`config.mk`:
```
export PLATFORM = sky130hd
export DESIGN_NAME = mdfs_fault_status
export DESIGN_NICKNAME = d
export VERILOG_FILES = /design/src/hw/mdfs_pkg.sv /design/src/hw/mdfs_chop_if.sv /design/src/hw/mdfs_chopper.sv /design/src/hw/mdfs_fault_status.sv /design/src/hw/mdfs_sync.sv
export SDC_FILE = /design/constraint.sdc
export NUM_CORES = 1
export LEC_CHECK = 0
export BUFFER_PORTS_ARGS = -buffer_cell sky130_fd_sc_hd__buf_2
export CAP_MARGIN = 20
export CORE_MARGIN = 10
export CORE_UTILIZATION = 35
export DETAILED_ROUTE_END_ITERATION = 6
export GPL_ROUTABILITY_DRIVEN = 0
export HOLD_SLACK_MARGIN = 0.08
export MAX_ROUTING_LAYER = met4
export PLACE_DENSITY = 0.64
export SYNTH_ARGS = -nofsm -noshare
export SYNTH_HDL_FRONTEND = slang
export SYNTH_HIERARCHICAL = 1
export SYNTH_SLANG_ARGS = --single-unit
```
`constraint.sdc`:
```
create_clock -name clk -period 2.4 [get_ports clk]
set_clock_uncertainty 0.1 [all_clocks]
set_input_delay 0 -clock clk [delete_from_list [all_inputs] [get_ports clk]]
set_output_delay 0 -clock clk [all_outputs]
set_load 0.01 [all_outputs]
```
`src/hw/mdfs_pkg.sv`:
```
// Constants and types shared by the driver fault status logic.
// Assumes a single 100 MHz clock and asynchronous active-low reset.
package mdfs_pkg;

  // ----------------------------------------------------------------
  // Status word layout
  // ----------------------------------------------------------------
  localparam int STATUS_W = 32;
  localparam logic [31:0] STATUS_RESET = 32'h0000_0000;
  localparam int BIT_MODE = 30;
  localparam int BIT_TEMP_LSB = 8;
  localparam int BIT_OPEN_LSB = 6;
  localparam int BIT_SHORT_LSB = 2;
  localparam int BIT_SHUTDOWN = 1;
  localparam int BIT_OTPW = 0;
  localparam int TEMP_W = 4;
  localparam int SHORT_W = 4;

  // ----------------------------------------------------------------
  // Synchroniser bundle layout
  // ----------------------------------------------------------------
  localparam int IDX_TEMP = 0;
  localparam int IDX_OTPW = 4;
  localparam int IDX_SHUTDOWN = 5;
  localparam int IDX_OPEN = 6;
  localparam int IDX_LOWS = 8;
  localparam int IDX_GNDS = 10;
  localparam int IDX_ENABLE_LOW = 12;
  localparam int IDX_QUIET = 13;
  localparam int IDX_TRIP = 14;
  localparam int SYNC_W = 15;

  // ----------------------------------------------------------------
  // Chopper timing
  // ----------------------------------------------------------------
  localparam int OFF_TIME_W = 4;
  localparam int DUTY_W = 8;
  localparam int CLK_PERIOD_NS = 10;
  localparam int OFF_UNIT_NS = 320;
  localparam int OFF_UNIT_CYC = (OFF_UNIT_NS + CLK_PERIOD_NS - 1) / CLK_PERIOD_NS;
  localparam int OFF_CNT_W = 9;
  localparam logic [1:0] SETTLE_CYC = 2'h3;

  typedef enum {CHOP_DRIVE, CHOP_OFF} mdfs_chop_state_type;

endpackage : mdfs_pkg

```
`src/hw/mdfs_chop_if.sv`:
```
// Bundle between the fault status top and the bridge chopper.
// Assumes both ends run on the same clock.
`timescale 1ns/100ps
interface mdfs_chop_if;
  import mdfs_pkg::*;
  logic enable;
  logic quiet;
  logic [DUTY_W-1:0] duty;
  logic [OFF_TIME_W-1:0] offTime;
  logic currentTrip;
  logic drive;
  modport ctrl (output enable, output quiet, output duty, output offTime, output currentTrip, input drive);
  modport chop (input enable, input quiet, input duty, input offTime, input currentTrip, output drive);
endinterface : mdfs_chop_if

```
`src/hw/mdfs_chopper.sv`:
```
// Bridge chopper: voltage-mode PWM in quiet mode, peak-current
// chopper with fixed off time otherwise.
// Assumes currentTrip is already synchronised to clk.
`timescale 1ns/100ps
module mdfs_chopper (
  input wire logic clk,
  input wire logic resetn,
  mdfs_chop_if.chop ch
);
  import mdfs_pkg::*;

  mdfs_chop_state_type state, next_state;
  logic [OFF_CNT_W-1:0] offCnt, next_offCnt;
  logic [DUTY_W-1:0] pwmCnt, next_pwmCnt;
  logic next_drive;
  logic [OFF_CNT_W-1:0] offLimit;

  assign offLimit = OFF_CNT_W'(ch.offTime * OFF_UNIT_CYC);

  always_comb begin
    next_state = state;
    next_offCnt = offCnt;
    next_pwmCnt = pwmCnt + 8'h01;
    next_drive = 1'b0;
    if (!ch.enable) begin
      next_state = CHOP_DRIVE;
      next_offCnt = '0;
    end else if (ch.quiet) begin
      // No current sensing: duty alone sets the coil voltage
      next_drive = (pwmCnt < ch.duty); // RULE_11
      next_state = CHOP_DRIVE;
    end else begin
      case (state)
        CHOP_DRIVE: begin
          next_drive = !ch.currentTrip;
          if (ch.currentTrip) begin
            next_state = CHOP_OFF;
            next_offCnt = '0;
          end
        end
        CHOP_OFF: begin
          if (offCnt >= offLimit - 9'h001) begin
            next_state = CHOP_DRIVE;
          end else begin
            next_offCnt = offCnt + 9'h001;
          end
        end
        default: next_state = CHOP_DRIVE;
      endcase
    end
  end

  always_ff @(posedge clk or negedge resetn) begin
    if (!resetn) begin
      state <= CHOP_DRIVE;
      offCnt <= '0;
      pwmCnt <= '0;
      ch.drive <= 1'b0;
    end else begin
      state <= next_state;
      offCnt <= next_offCnt;
      pwmCnt <= next_pwmCnt;
      ch.drive <= next_drive;
    end
  end

  a_voltage_pwm: assert property (@(posedge clk) disable iff (!resetn) // RULE_11
    (ch.enable && ch.quiet) |=> (ch.drive == ($past(pwmCnt) < $past(ch.duty))))
    else $error("quiet mode drive does not follow pwm duty");

endmodule : mdfs_chopper

```
`src/hw/mdfs_fault_status.sv`:
```
// Driver fault status top: thermal, open-load and short flags,
// bridge disable, chopper mode report and the bridge chopper.
// Assumes analog comparator outputs and pins arrive asynchronously;
// off time and duty come from clk-domain configuration registers.
//
// Notes on behaviour
// RULE_01 - Four temperature comparator levels read at bits 11 to 8.
// RULE_02 - Open-load per phase at bits 7 and 6; no driver action taken.
// RULE_03 - Controller should read open-load flags only during slow motion.
// RULE_04 - Low-side short sets bit 5 or 4 and disables the bridge.
// RULE_05 - Ground short sets bit 3 or 2 and disables the bridge.
// RULE_06 - Short flags hold until off time is zero or enable pin deasserted.
// RULE_07 - Each chopper mode keeps its own set of short flags.
// RULE_08 - Shutdown temperature reached sets bit 1, common to both bridges.
// RULE_09 - After shutdown, bridge stays off until pre-warning also clears.
// RULE_10 - Pre-warning threshold exceeded shows at bit 0, common to bridges.
// RULE_11 - Quiet mode sets coil current by voltage-mode PWM duty.
// RULE_12 - Bit 30 reports quiet mode as 1, current chopper as 0.
// RULE_13 - Status word is read-only; reading has no side effect.
`timescale 1ns/100ps
module mdfs_fault_status (
  input wire logic clk,
  input wire logic resetn,
  input wire logic [mdfs_pkg::TEMP_W-1:0] tempCmpIn,
  input wire logic prewarnIn,
  input wire logic shutdownIn,
  input wire logic [1:0] openLoadIn,
  input wire logic [1:0] lowsideShortIn,
  input wire logic [1:0] groundShortIn,
  input wire logic enableLowInputN,
  input wire logic quietModeIn,
  input wire logic currentTripIn,
  input wire logic [mdfs_pkg::OFF_TIME_W-1:0] offTimeSetting,
  input wire logic [mdfs_pkg::DUTY_W-1:0] pwmDuty,
  output logic [mdfs_pkg::STATUS_W-1:0] driverFaultStatus,
  output logic bridgeEnable,
  output logic bridgeDrive
);
  import mdfs_pkg::*;

  // ----------------------------------------------------------------
  // Input synchronisation
  // ----------------------------------------------------------------
  logic [SYNC_W-1:0] rawIn;
  logic [SYNC_W-1:0] syncd;

  // Enable pin enters inverted so the flops' reset value means disabled
  assign rawIn = {currentTripIn, quietModeIn, ~enableLowInputN, groundShortIn,
                  lowsideShortIn, openLoadIn, shutdownIn, prewarnIn, tempCmpIn};

  mdfs_sync #(
    .WIDTH(SYNC_W)
  ) u_sync (
    .clk(clk),
    .resetn(resetn),
    .asyncIn(rawIn),
    .syncOut(syncd)
  );

  logic [TEMP_W-1:0] tempSync;
  logic prewarnSync;
  logic shutdownSync;
  logic [1:0] openLoadSync;
  logic [SHORT_W-1:0] shortDet;
  logic enableLowSync;
  logic quietSync;
  logic tripSync;

  assign tempSync = syncd[IDX_TEMP +: TEMP_W];
  assign prewarnSync = syncd[IDX_OTPW];
  assign shutdownSync = syncd[IDX_SHUTDOWN];
  assign openLoadSync = syncd[IDX_OPEN +: 2];
  // Order matches status bits 5..2: low B, low A, ground B, ground A
  assign shortDet = {syncd[IDX_LOWS +: 2], syncd[IDX_GNDS +: 2]};
  assign enableLowSync = ~syncd[IDX_ENABLE_LOW];
  assign quietSync = syncd[IDX_QUIET];
  assign tripSync = syncd[IDX_TRIP];

  // ----------------------------------------------------------------
  // Fault state
  // ----------------------------------------------------------------
  logic [SHORT_W-1:0] shortQuiet, next_shortQuiet;
  logic [SHORT_W-1:0] shortCycle, next_shortCycle;
  logic thermalShutdownFlag, next_thermalShutdownFlag;
  logic next_bridgeEnable;
  logic clearShorts;

  // Either form of software or pin disable releases the latches
  assign clearShorts = enableLowSync || (offTimeSetting == 4'h0);

  always_comb begin
    next_shortQuiet = clearShorts ? 4'h0 : shortQuiet; // RULE_06
    next_shortCycle = clearShorts ? 4'h0 : shortCycle; // RULE_06
    // Detection wins over a clear in the same cycle
    if (quietSync) begin
      next_shortQuiet = next_shortQuiet | shortDet; // RULE_07
    end else begin
      next_shortCycle = next_shortCycle | shortDet; // RULE_07
    end
    // Falling below shutdown is not enough; pre-warning must clear too
    next_thermalShutdownFlag = shutdownSync || (thermalShutdownFlag && prewarnSync); // RULE_09
    // Any latched short, either mode, keeps the bridge off
    next_bridgeEnable = !enableLowSync && (offTimeSetting != 4'h0)
                        && (next_shortQuiet == 4'h0) && (next_shortCycle == 4'h0) // RULE_04 RULE_05
                        && !next_thermalShutdownFlag; // RULE_09
  end

  always_ff @(posedge clk or negedge resetn) begin
    if (!resetn) begin
      shortQuiet <= 4'h0;
      shortCycle <= 4'h0;
      thermalShutdownFlag <= 1'b0;
      bridgeEnable <= 1'b0;
    end else begin
      shortQuiet <= next_shortQuiet;
      shortCycle <= next_shortCycle;
      thermalShutdownFlag <= next_thermalShutdownFlag;
      bridgeEnable <= next_bridgeEnable;
    end
  end

  // ----------------------------------------------------------------
  // Status word
  // ----------------------------------------------------------------
  // There is no write path at all, and reading is a plain wire tap,
  // so no flag can be disturbed by host traffic.
  logic [STATUS_W-1:0] next_status;

  always_comb begin
    next_status = STATUS_RESET; // RULE_13
    next_status[BIT_MODE] = quietSync; // RULE_12
    next_status[BIT_TEMP_LSB +: TEMP_W] = tempSync; // RULE_01
    next_status[BIT_OPEN_LSB +: 2] = openLoadSync; // RULE_02
    next_status[BIT_SHORT_LSB +: SHORT_W] = quietSync ? next_shortQuiet : next_shortCycle; // RULE_07
    next_status[BIT_SHUTDOWN] = next_thermalShutdownFlag; // RULE_08
    next_status[BIT_OTPW] = prewarnSync; // RULE_10
  end

  always_ff @(posedge clk or negedge resetn) begin
    if (!resetn) begin
      driverFaultStatus <= STATUS_RESET;
    end else begin
      driverFaultStatus <= next_status;
    end
  end

  // ----------------------------------------------------------------
  // Bridge chopper
  // ----------------------------------------------------------------
  mdfs_chop_if chopIf ();

  assign chopIf.enable = bridgeEnable;
  assign chopIf.quiet = quietSync;
  assign chopIf.duty = pwmDuty;
  assign chopIf.offTime = offTimeSetting;
  assign chopIf.currentTrip = tripSync;
  assign bridgeDrive = chopIf.drive;

  mdfs_chopper u_chopper (
    .clk(clk),
    .resetn(resetn),
    .ch(chopIf.chop)
  );

  // ----------------------------------------------------------------
  // Assertion helpers
  // ----------------------------------------------------------------
  // Input pipeline is three edges deep; checks start once it is full
  logic [1:0] settleCnt, next_settleCnt;
  logic settled;

  assign settled = (settleCnt == SETTLE_CYC);

  always_comb begin
    next_settleCnt = settled ? settleCnt : settleCnt + 2'h1;
  end

  always_ff @(posedge clk or negedge resetn) begin
    if (!resetn) begin
      settleCnt <= 2'h0;
    end else begin
      settleCnt <= next_settleCnt;
    end
  end

  // ----------------------------------------------------------------
  // Assertions
  // ----------------------------------------------------------------
  a_temp_cmp_map: assert property (@(posedge clk) disable iff (!resetn) // RULE_01
    settled |-> (driverFaultStatus[11:8] == $past(tempCmpIn, 3)))
    else $error("temperature comparator bits do not track inputs");

  a_open_load_map: assert property (@(posedge clk) disable iff (!resetn) // RULE_02
    settled |-> (driverFaultStatus[7:6] == $past(openLoadIn, 3)))
    else $error("open load bits do not track inputs");

  a_open_load_harmless: assert property (@(posedge clk) disable iff (!resetn) // RULE_02
    (settled && (driverFaultStatus[7:6] != 2'h0) && (shortQuiet == 4'h0) && (shortCycle == 4'h0)
     && !driverFaultStatus[1] && !$past(enableLowInputN, 3) && (offTimeSetting != 4'h0)
     && ($past(offTimeSetting) != 4'h0)) |-> bridgeEnable)
    else $error("open load alone disabled the bridge");

  a_lowside_disable: assert property (@(posedge clk) disable iff (!resetn) // RULE_04
    (driverFaultStatus[5:4] != 2'h0) |-> !bridgeEnable)
    else $error("bridge enabled with low side short flagged");

  a_ground_disable: assert property (@(posedge clk) disable iff (!resetn) // RULE_05
    (driverFaultStatus[3:2] != 2'h0) |-> !bridgeEnable)
    else $error("bridge enabled with ground short flagged");

  a_short_hold: assert property (@(posedge clk) disable iff (!resetn) // RULE_06
    !clearShorts |=> (((shortQuiet & $past(shortQuiet)) == $past(shortQuiet))
                      && ((shortCycle & $past(shortCycle)) == $past(shortCycle))))
    else $error("short flag dropped without driver disable");

  a_short_release: assert property (@(posedge clk) disable iff (!resetn) // RULE_06
    (clearShorts && (shortDet == 4'h0)) |=> ((shortQuiet == 4'h0) && (shortCycle == 4'h0)))
    else $error("short flags not released by driver disable");

  a_quiet_set_apart: assert property (@(posedge clk) disable iff (!resetn) // RULE_07
    (!quietSync && !clearShorts) |=> $stable(shortQuiet))
    else $error("quiet mode short set changed in current chopper mode");

  a_cycle_set_apart: assert property (@(posedge clk) disable iff (!resetn) // RULE_07
    (quietSync && !clearShorts) |=> $stable(shortCycle))
    else $error("current chopper short set changed in quiet mode");

  a_shutdown_flag: assert property (@(posedge clk) disable iff (!resetn) // RULE_08
    shutdownSync |=> (driverFaultStatus[1] && !bridgeEnable))
    else $error("shutdown temperature did not set flag and disable");

  a_shutdown_hold: assert property (@(posedge clk) disable iff (!resetn) // RULE_09
    (thermalShutdownFlag && prewarnSync) |=> (thermalShutdownFlag && driverFaultStatus[1] && !bridgeEnable))
    else $error("shutdown released before pre-warning cleared");

  a_prewarn_map: assert property (@(posedge clk) disable iff (!resetn) // RULE_10
    settled |-> (driverFaultStatus[0] == $past(prewarnIn, 3)))
    else $error("pre-warning bit does not track input");

  a_mode_report: assert property (@(posedge clk) disable iff (!resetn) // RULE_12
    settled |-> (driverFaultStatus[30] == $past(quietModeIn, 3)))
    else $error("chopper mode bit does not track mode");

  a_reserved_zero: assert property (@(posedge clk) disable iff (!resetn) // RULE_13
    (driverFaultStatus[31] == 1'b0) && (driverFaultStatus[29:12] == 18'h0))
    else $error("unimplemented status bits not zero");

  // ----------------------------------------------------------------
  // Bridge control and status timing
  // ----------------------------------------------------------------
  // Status fields trail their synchronised levels by one edge
  a_temp_cmp_live: assert property (@(posedge clk) disable iff (!resetn) // RULE_01
    driverFaultStatus[11:8] == $past(tempSync))
    else $error("temperature bits do not follow synchronised comparators");

  a_open_load_live: assert property (@(posedge clk) disable iff (!resetn) // RULE_02
    driverFaultStatus[7:6] == $past(openLoadSync))
    else $error("open load bits latched or lost");

  a_prewarn_live: assert property (@(posedge clk) disable iff (!resetn) // RULE_10
    driverFaultStatus[0] == $past(prewarnSync))
    else $error("pre-warning bit does not follow comparator");

  a_mode_bit_live: assert property (@(posedge clk) disable iff (!resetn) // RULE_12
    driverFaultStatus[30] == $past(quietSync))
    else $error("mode bit does not follow active chopper");

  a_short_shown: assert property (@(posedge clk) disable iff (!resetn) // RULE_07
    driverFaultStatus[5:2] == ($past(quietSync) ? shortQuiet : shortCycle))
    else $error("short bits do not show the active mode set");

  a_short_latch: assert property (@(posedge clk) disable iff (!resetn) // RULE_04
    (shortDet != 4'h0) |=> (((shortQuiet | shortCycle) & $past(shortDet)) == $past(shortDet)))
    else $error("detected short not latched");

  a_bridge_clean: assert property (@(posedge clk) disable iff (!resetn) // RULE_05
    bridgeEnable |-> ((shortQuiet == 4'h0) && (shortCycle == 4'h0) && !thermalShutdownFlag))
    else $error("bridge enabled with a latched fault");

  a_drive_gated: assert property (@(posedge clk) disable iff (!resetn) // RULE_04
    !bridgeEnable |=> !bridgeDrive)
    else $error("bridge driven while disabled");

  a_pin_disable: assert property (@(posedge clk) disable iff (!resetn) // RULE_06
    enableLowSync |=> !bridgeEnable)
    else $error("bridge enabled while enable pin deasserted");

  a_offtime_disable: assert property (@(posedge clk) disable iff (!resetn) // RULE_06
    (offTimeSetting == 4'h0) |=> !bridgeEnable)
    else $error("bridge enabled with zero off time");

  a_enable_recover: assert property (@(posedge clk) disable iff (!resetn) // RULE_06
    (!enableLowSync && (offTimeSetting != 4'h0) && (shortQuiet == 4'h0) && (shortCycle == 4'h0)
     && (shortDet == 4'h0) && !shutdownSync && !thermalShutdownFlag) |=> bridgeEnable)
    else $error("bridge stayed off with no fault");

  a_thermal_release: assert property (@(posedge clk) disable iff (!resetn) // RULE_09
    (!shutdownSync && !prewarnSync) |=> (!thermalShutdownFlag && !driverFaultStatus[1]))
    else $error("shutdown flag held after cooling");

  a_shutdown_common: assert property (@(posedge clk) disable iff (!resetn) // RULE_08
    driverFaultStatus[1] == thermalShutdownFlag)
    else $error("shutdown bit differs from common latch");

endmodule : mdfs_fault_status

```
`src/hw/mdfs_sync.sv`:
```
// Two-flop synchroniser, one stage pair per bit.
// Assumes inputs are asynchronous levels; outputs are clk-domain levels.
`timescale 1ns/100ps
module mdfs_sync #(
  parameter int WIDTH = 1
) (
  input wire logic clk,
  input wire logic resetn,
  input wire logic [WIDTH-1:0] asyncIn,
  output logic [WIDTH-1:0] syncOut
);
  logic [WIDTH-1:0] stage1;

  genvar i;
  generate
    for (i = 0; i < WIDTH; i++) begin : g_bit
      always_ff @(posedge clk or negedge resetn) begin
        if (!resetn) begin
          stage1[i] <= 1'b0;
          syncOut[i] <= 1'b0;
        end else begin
          stage1[i] <= asyncIn[i];
          syncOut[i] <= stage1[i];
        end
      end
    end
  endgenerate

endmodule : mdfs_sync

```
==> reports/metrics.cfg, run 1 <==
[outcome]
outcome=completed

[setup_path]
reg2reg_slack_ns=0.19
critPathArrivalTime_ns=2.39
crit_start=u_chopper/pwmCnt[7]
path_class=reg2reg
reg2reg_depth=6
r2r-end=u_chopper/ch.drive
critPathCaptureType=flip-flop
critPathLaunchType=flip-flop
required_ns=2.58
reg2reg_from=u_chopper/pwmCnt[7]
cp_max_fo=2

[clocking]
root_buffer=clkbuf_8
ctsHtreeMaxLevel=3
clk_path_buf_depth=2
clkSlewWorstSetupHoldPaths_ns=0.08
tritoncts=done
clock_sinks=71
clkLatencyLatePin_ns=0.34
cts_buffers=9

[final_layout]
final_nets=356
layout.area.seq_mm2=0.001777
drive_above_1_share_pct=20.75
fill_cells=780
multiInputGateArea_um2=974.7
area_growth_pct=24.01
antennaDiodeCount=0

[routing]
routed_wl_um=5480
drt_iter0_markers=90
routedWlPerCell_um=12.96
drt_pass1_iterations=4
route.detailed.drc=0
vias=1913
vias_per_cell=4.522
postRouteAntennaNets=0

[placed_design]
portBuffers=43
pre_cts_slack_ns=0.3268
hpwl_um=3913

[floorplan]
die_y_um=111.6
ioPinCount=63
initial_core_util_pct=35.89
core_mm2=0.008175
row_count=33
die-area_mm2=0.01245
die-width_um=111.6

[pwr]
p_leak_uw=0.001738
p_sw_share_pct=22.09
worst_ir_drop_vdd_mv=0.3339
combinationalPowerShare_pct=6.9
seqPwrFrac_pct=48.8
switchingPower_uw=574.6
clkPwrFrac_pct=44.2
power_density_mw_per_mm2=714.7
p_int_uw=2026

[sta]
fmax_mhz=452.3
setup_slack_ns=0.1890
finalSetupViolCount=0
final-hold-violation-count=0
fin_crit_ns=2.211
fin_tns_setup_ns=0
worstMarginPinSlew_ns=0.8542
period_share_pct=92.12
final_max_slew_viol_count=0
grt_setup_unrepaired=no
slew_headroom_pct=43.05

[synthesis]
synth_seq_cells=71
yosysUniqueCellTypes=44
synth_area_mm2=0.002934
yosys_warnings=6
syn-mean-instance-area_um2=12.12
yosysSeqAreaShare_pct=60.55
synth_cells=242

[global_routing]
grt.total_usage_pct=9.250
grt-ovfl-total=0
grt_max_degree=72
grt_pass1_vias=2012
antenna_found_initial=0
grt_pass1_wl_um=9259

[hold_path]
hold_start=offTimeSetting[2]
min_delay_path_depth=3
hold_path_end=bridgeEnable
holdCritPathClass=in2reg

[flow_run]
maxCapViolCount=0

==> per-layer routing <==
layer | share of wire, % | GRT usage [%]
met4 | 1.6 | 3.856
met2 | 45 | 13.21
met3 | 7.0 | 3.918
met1 | 46 | 11.24
met5 | 0 | -
==> worst max-delay path by stage <==
stage	to	slack [ns]	cells after the start
floorplan	u_chopper/state[0]	0.57	6
global placement	u_chopper/offCnt[1]	0.40	9
detailed placement	u_chopper/offCnt[1]	0.33	10
CTS	u_chopper/ch.drive	0.23	6
global route	u_chopper/ch.drive	0.07	6
finish	u_chopper/ch.drive	0.19	6
==> placed cells by master (no fill, tap or decap), types with 3 or more instances in the layout <==
| cell type | count |
|---|---|
| a21oi_1 | 6 |
| a22o_1 | 4 |
| buf_2 | 43 |
| bufinv_16 | 3 |
| clkbuf_8 | 9 |
| conb_1 | 19 |
| dfrtp_1 | 71 |
| dlygate4sd3_1 | 21 |
| ha_1 | 14 |
| inv_1 | 19 |
| mux2i_1 | 4 |
| nand2_1 | 17 |
| nand3_1 | 9 |
| nand4_1 | 5 |
| nor2_1 | 6 |
| nor3_1 | 3 |
| nor4_1 | 3 |
| o21ai_0 | 8 |
| o21ai_1 | 7 |
| or3_1 | 3 |
| xnor2_1 | 7 |
==> critical path, stage by stage, from the launching register on <==
cell and delay, ns:
dfrtp_1 0.40, ha_1 0.20, nor2_1 0.11, dlygate4sd3_1 0.55, nand4_1 0.09, o2bb2ai_1 0.15, dlygate4sd3_1 0.56
==> layout make-up <==
| class | count | area share, % |
|---|---|---|
| clock inverter | 6 | 3.198 |
| timing repair buffer | 66 | 12.10 |
| clock buffer | 10 | 3.508 |
| tap | 105 | 3.611 |
| inverter | 19 | 1.960 |
| sequential | 71 | 48.83 |
| multi-input combinational | 146 | 26.79 |
==> what timing repair did <==
item                                   4_1_cts  5_1_grt
gates resized for setup                      0        0
setup buffers                                0        0
hold buffers                                21        0
endpoints found under the hold margin       91        0
==> synthesized netlist by cell type (all sizes together) <==
library cell  count  area (µm²)
conb              1       3.750
o41ai             1       16.27
mux2i             4       40.04
a21o              2       15.01
a21boi            1       7.510
nand3            11       65.06
a21oi             6       30.03
o21ai            15       75.07
o41a              1       11.26
nor2              6       22.52
o2bb2ai           1       8.760
a211oi            1       7.510
or4               2       15.01
nand2            18       75.07
buf              24       178.9
inv              19       71.32
nand4             5       31.28
ha               14       175.2
a22o              4       35.03
o22ai             1       6.260
a31oi             3       33.78
and3              2       12.51
nor3              3       15.01
o31ai             1       7.510
a31o              1       8.760
dfrtp            71        1777
xnor2             7       61.31
xor2              1       8.760
or3               3       18.77
o2111ai           1       8.760
o32ai             2       17.52
o21bai            2       15.01
or2               1       6.260
a41oi             1       8.760
nor2b             1       6.260
nor4              4       31.28
and2              1       6.260
==> state kept, by name (all words and copies together), names as in the netlist <==
| name | count |
|---|---|
| bridgeEnable | 1 |
| driverFaultStatus | 13 |
| shortCycle | 4 |
| shortQuiet | 4 |
| u_chopper/ch.drive | 1 |
| u_chopper/offCnt | 9 |
| u_chopper/pwmCnt | 8 |
| u_chopper/state | 1 |
| u_sync/stage1 | 15 |
| u_sync/syncOut | 15 |
==> cell families (layout without fill, tap and decap cells) <==
family	Yosys count	in the layout	synth area share, %
AND/OR/NAND/NOR	57	57	10.41
other	1	19	0.1278
buffers and inverters	43	101	8.529
flip-flops	71	71	60.55
AO/OA/AOI/OAI	44	44	10.66
XOR/XNOR	8	8	2.388
adder cells (fa/ha/maj)	14	14	5.970
multiplexers	4	4	1.365
==> power by group through the flow <==
stage	logic (µW)	clock network [µW]	registers, µW
after floorplan	96.5	0	1300
after global placement	155	0	1290
after CTS	184	1190	1270
after detailed placement	159	0	1290
after global routing	206	1230	1280
final	180	1150	1270
==> metrics by stage <==
step	hold slack [ns]	utilization [%]	std cells	power, µW	area [µm²]
floorplan	-0.3956	-	260	1391	3002
global placement	0.008109	38.95	386	1447	3184
detailed placement	0.009359	38.95	386	1453	3184
CTS	0.1216	44.51	423	2642	3638
global route	0.1415	44.51	423	2716	3638
finish	0.1346	44.51	423	2601	3638
Power figures use the tool's default switching activity.
==> run 2: changes to the inputs <==
--- a/config.mk
+++ b/config.mk
@@ -5,6 +5,7 @@
 export SDC_FILE = /design/constraint.sdc
 export NUM_CORES = 1
 export LEC_CHECK = 0
+export ABC_AREA = 1
 export BUFFER_PORTS_ARGS = -buffer_cell sky130_fd_sc_hd__buf_2
 export CAP_MARGIN = 20
 export CORE_MARGIN = 10
==> run 2 against run 1 <==
Synthesized cell count rose by 26%. Clock power barely moved. First-iteration DRC count fell by 22%. Die area rose by 4.3%. Cell count rose by 16%. Sequential share of layout area fell by 2.2 points. Final area rose by 4.6%. Core utilization fell by 0.42 points. Critical endpoint is now u_chopper/offCnt[8]. Largest cell class unchanged.
==> reports/metrics.cfg, run 2 <==
[outcome]
outcome=completed

[routing]
wirelength_met1_um=2579  ; +2.7%
routedWlPerCell_um=11.58  ; -11%
routed_wl_um=5686  ; +3.8%
vias_per_cell=4.314  ; -4.6%
routed.top_layer=met4
route.detailed.drc=0  ; unchanged
postRouteAntennaNets=0  ; unchanged
drt_pass1_iterations=4  ; unchanged
wl_met2_um=2707  ; +8.6%
wl_met3_um=289  ; -25%
drt_iter0_markers=70  ; -22%
vias=2118  ; +11%

[final_layout]
antennaDiodeCount=0  ; unchanged
drive_above_1_share_pct=22.19  ; +1.4 points
mostFrequentLayoutCells=dfrtp_1 (71), nand2_1 (65), buf_2 (43)
layout_commonest_cell=dfrtp_1
final_nets=421  ; +18%
area_growth_pct=23.35
largestRegisters=u_sync/stage1: 15 flops, u_sync/syncOut: 15 flops, driverFaultStatus: 13 flops
final_util_pct=44.09  ; -0.42 points

[sta]
period_share_pct=81.11  ; -11 points
final-hold-violation-count=0  ; unchanged
grt_setup_unrepaired=no
worstMarginPinSlew_ns=0.8628  ; +0.008516 ns
fin_hold_ws_ns=0.06675  ; -0.06786 ns
fin_tns_setup_ns=0  ; unchanged
finalSetupViolCount=0  ; unchanged
final_max_slew_viol_count=0  ; unchanged
slew_headroom_pct=42.48  ; -0.57 points
fmax_mhz=513.7  ; +14%
setup_slack_ns=0.4534  ; +0.2644 ns
fin_crit_ns=1.947  ; -0.2644 ns

[floorplan]
die-width_um=113.9  ; +2.1%
row_count=34  ; +3.0%
die-area_mm2=0.01298  ; +4.3%
ioPinCount=63  ; unchanged
core_mm2=0.008636  ; +5.6%
die_y_um=113.9  ; +2.1%
initial_core_util_pct=35.74  ; -0.15 points

[clocking]
clkSlewWorstSetupHoldPaths_ns=0.07  ; about the same
ctsHtreeMaxLevel=3  ; unchanged
root_buffer=clkbuf_8
cts_resized=0  ; unchanged
clk_path_buf_depth=2  ; unchanged
cts_buffers=9  ; unchanged
clkLatencyLatePin_ns=0.34  ; about the same
clock_sinks=71  ; unchanged
tritoncts=done

[pwr]
seqPwrFrac_pct=49.2  ; +0.4 points
power_density_mw_per_mm2=678.8  ; -5.0%
clkPwrFrac_pct=43.5  ; -0.7 points
combinationalPowerShare_pct=7.3  ; +0.4 points
p_sw_share_pct=21.74  ; -0.36 points
switchingPower_uw=561.8  ; -2.2%
p_int_uw=2023  ; -0.17%
worst_ir_drop_vdd_mv=0.4837  ; +45%
p_total_uw=2584  ; -0.62%
p_leak_uw=0.001982  ; +14%

[global_routing]
grt-ovfl-total=0  ; unchanged
grt.total_usage_pct=9.568  ; +0.32 points
antenna_found_initial=0  ; unchanged
grt_pass1_wl_um=9825  ; +6.1%
grt_pass1_vias=2177  ; +8.2%
grt_max_degree=72  ; unchanged

[synthesis]
yosys.area.top_type=dfrtp_1
yosys_warnings=6  ; unchanged
synth_area_mm2=0.003087  ; +5.2%
synth_async_sr_flop_share_pct=100.0  ; unchanged
synth_cells=305  ; +26%
synth_ff_type=dfrtp_1
yosys-top-cells-area=dfrtp_1 (58%), nand2_1 (7.9%), ha_1 (5.7%), buf_4 (5.1%), inv_1 (3.9%)
synth_top_cell_area_share_pct=57.56  ; -3.0 points
yosysSeqAreaShare_pct=57.56  ; -3.0 points
synth-edff-count=0  ; unchanged
synth_seq_cells=71  ; unchanged
syn-mean-instance-area_um2=10.12  ; -17%
yosysUniqueCellTypes=27  ; -39%
synth_top_cells_by_count=dfrtp_1 (71), nand2_1 (65), inv_1 (32)
yosys.cell_count.top_type=dfrtp_1

[flow_run]
maxCapViolCount=0  ; unchanged

[setup_path]
max_stage_delay_ns=0.53  ; -0.03 ns
path_class=in2reg
path_cells=dlygate4sd3_1 -> buf_2 -> nor3_1 -> xnor2_1 -> ha_1 -> a21o_1 -> nor2_1 -> nand2_2 -> nand2_4 -> nand2_8 -> nand2_1 -> nand2_1
cp_max_fo=10  ; +8
cpMaxStageDelayCell=dlygate4sd3_1
critPathCaptureType=flip-flop
required_ns=2.52  ; -0.06 ns
crit_top_cell=nand2_1
critPathArrivalTime_ns=2.07  ; -0.32 ns
critPathLaunchType=primary input

[placed_design]
pre_cts_slack_ns=0.6532  ; +0.3264 ns
portBuffers=43  ; unchanged
hpwl_um=4137  ; +5.7%

[hold_path]
holdCritPathClass=in2reg

==> run 2: cell types whose count changed after synthesis, sizes merged, moves of 3 or more <==
cell,previous run,this run
nor4,4,0
a22o,4,0
nand3,11,27
mux2i,4,0
nor2,6,30
nand4,5,1
inv,19,35
o21ai,15,4
or3,3,0
xor2,1,4
nand2,18,75
==> run 2: per-stage QoR <==
| stage | area, µm² | cells |
|---|---|---|
| after detailed placement | 3349 | 453 |
| after floorplan | 3154 | 323 |
| after CTS | 3817 | 492 |
| after global placement | 3349 | 453 |
| final | 3807 | 491 |
| after global routing | 3807 | 491 |
==> run 2: critical path: cells and delay by family <==
kind / cells / cell delay (ns)
buffers and inverters: 2 / 0.67
xor gates and xnor gates: 1 / 0.15
and+or+nand+nor: 7 / 0.80
adders and majority gates: 1 / 0.27
AOI/OAI and AO/OA: 1 / 0.18
==> run 2: worst paths after layout <==
kind	from	to	slack, ns	cells past startpoint
min in group asynchronous	resetn	u_sync/stage1[4]	0.28	3
max in group asynchronous	resetn	u_chopper/state[0]	1.35	3
max	offTimeSetting[1]	u_chopper/offCnt[8]	0.45	12
max reg2reg	u_sync/syncOut[13]	u_chopper/ch.drive	0.65	5
min reg2reg	u_sync/stage1[6]	u_sync/syncOut[6]	0.24	0
min	offTimeSetting[0]	shortQuiet[0]	0.07	5
==> run 2: kinds of logic (layout without fill, tap and decap cells) <==
kind of cell / after synthesis / count (layout) / synth area share, %
other: 1 / 19 / 0.1215
AO/OA/AOI/OAI: 18 / 18 / 3.892
flip-flops: 71 / 71 / 57.56
XOR/XNOR: 10 / 10 / 2.837
adder cells (fa/ha/maj): 14 / 14 / 5.675
AND/OR/NAND/NOR: 134 / 134 / 20.39
buffers and inverters: 57 / 117 / 9.526
==> run 2: metal layers <==
metal	global-route usage, %	up-vias
met5	-	-
met4	4.762	0
met3	2.992	11
met2	14.89	53
met1	10.96	988
li1	-	1066
==> run 2: cell type report <==
| class | instances | area, µm² |
|---|---|---|
| well taps | 108 | 135.1 |
| flip-flops and latches | 71 | 1777 |
| repair buffers | 66 | 442.9 |
| fillers | 842 | 4828 |
| clock inverters | 5 | 106.4 |
| multi-input cells | 195 | 1084 |
| clock buffers | 11 | 131.4 |
| inverters | 35 | 131.4 |
==> run 2: timing repair <==
| item | in CTS | in global routing |
|---|---|---|
| hold buffers | 23 | 1 |
| buffers inserted | 0 | 0 |
| setup endpoints to repair | 0 | 1 |
| hold endpoints to repair | 94 | 2 |
==> run 2: power groups by stage <==
stage / registers, µW / clock network [µW] / logic (µW)
finish: 1270 / 1120 / 189
CTS: 1270 / 1160 / 194
global placement: 1290 / 0 / 161
detailed placement: 1300 / 0 / 166
global route: 1280 / 1220 / 217
floorplan: 1290 / 0 / 109
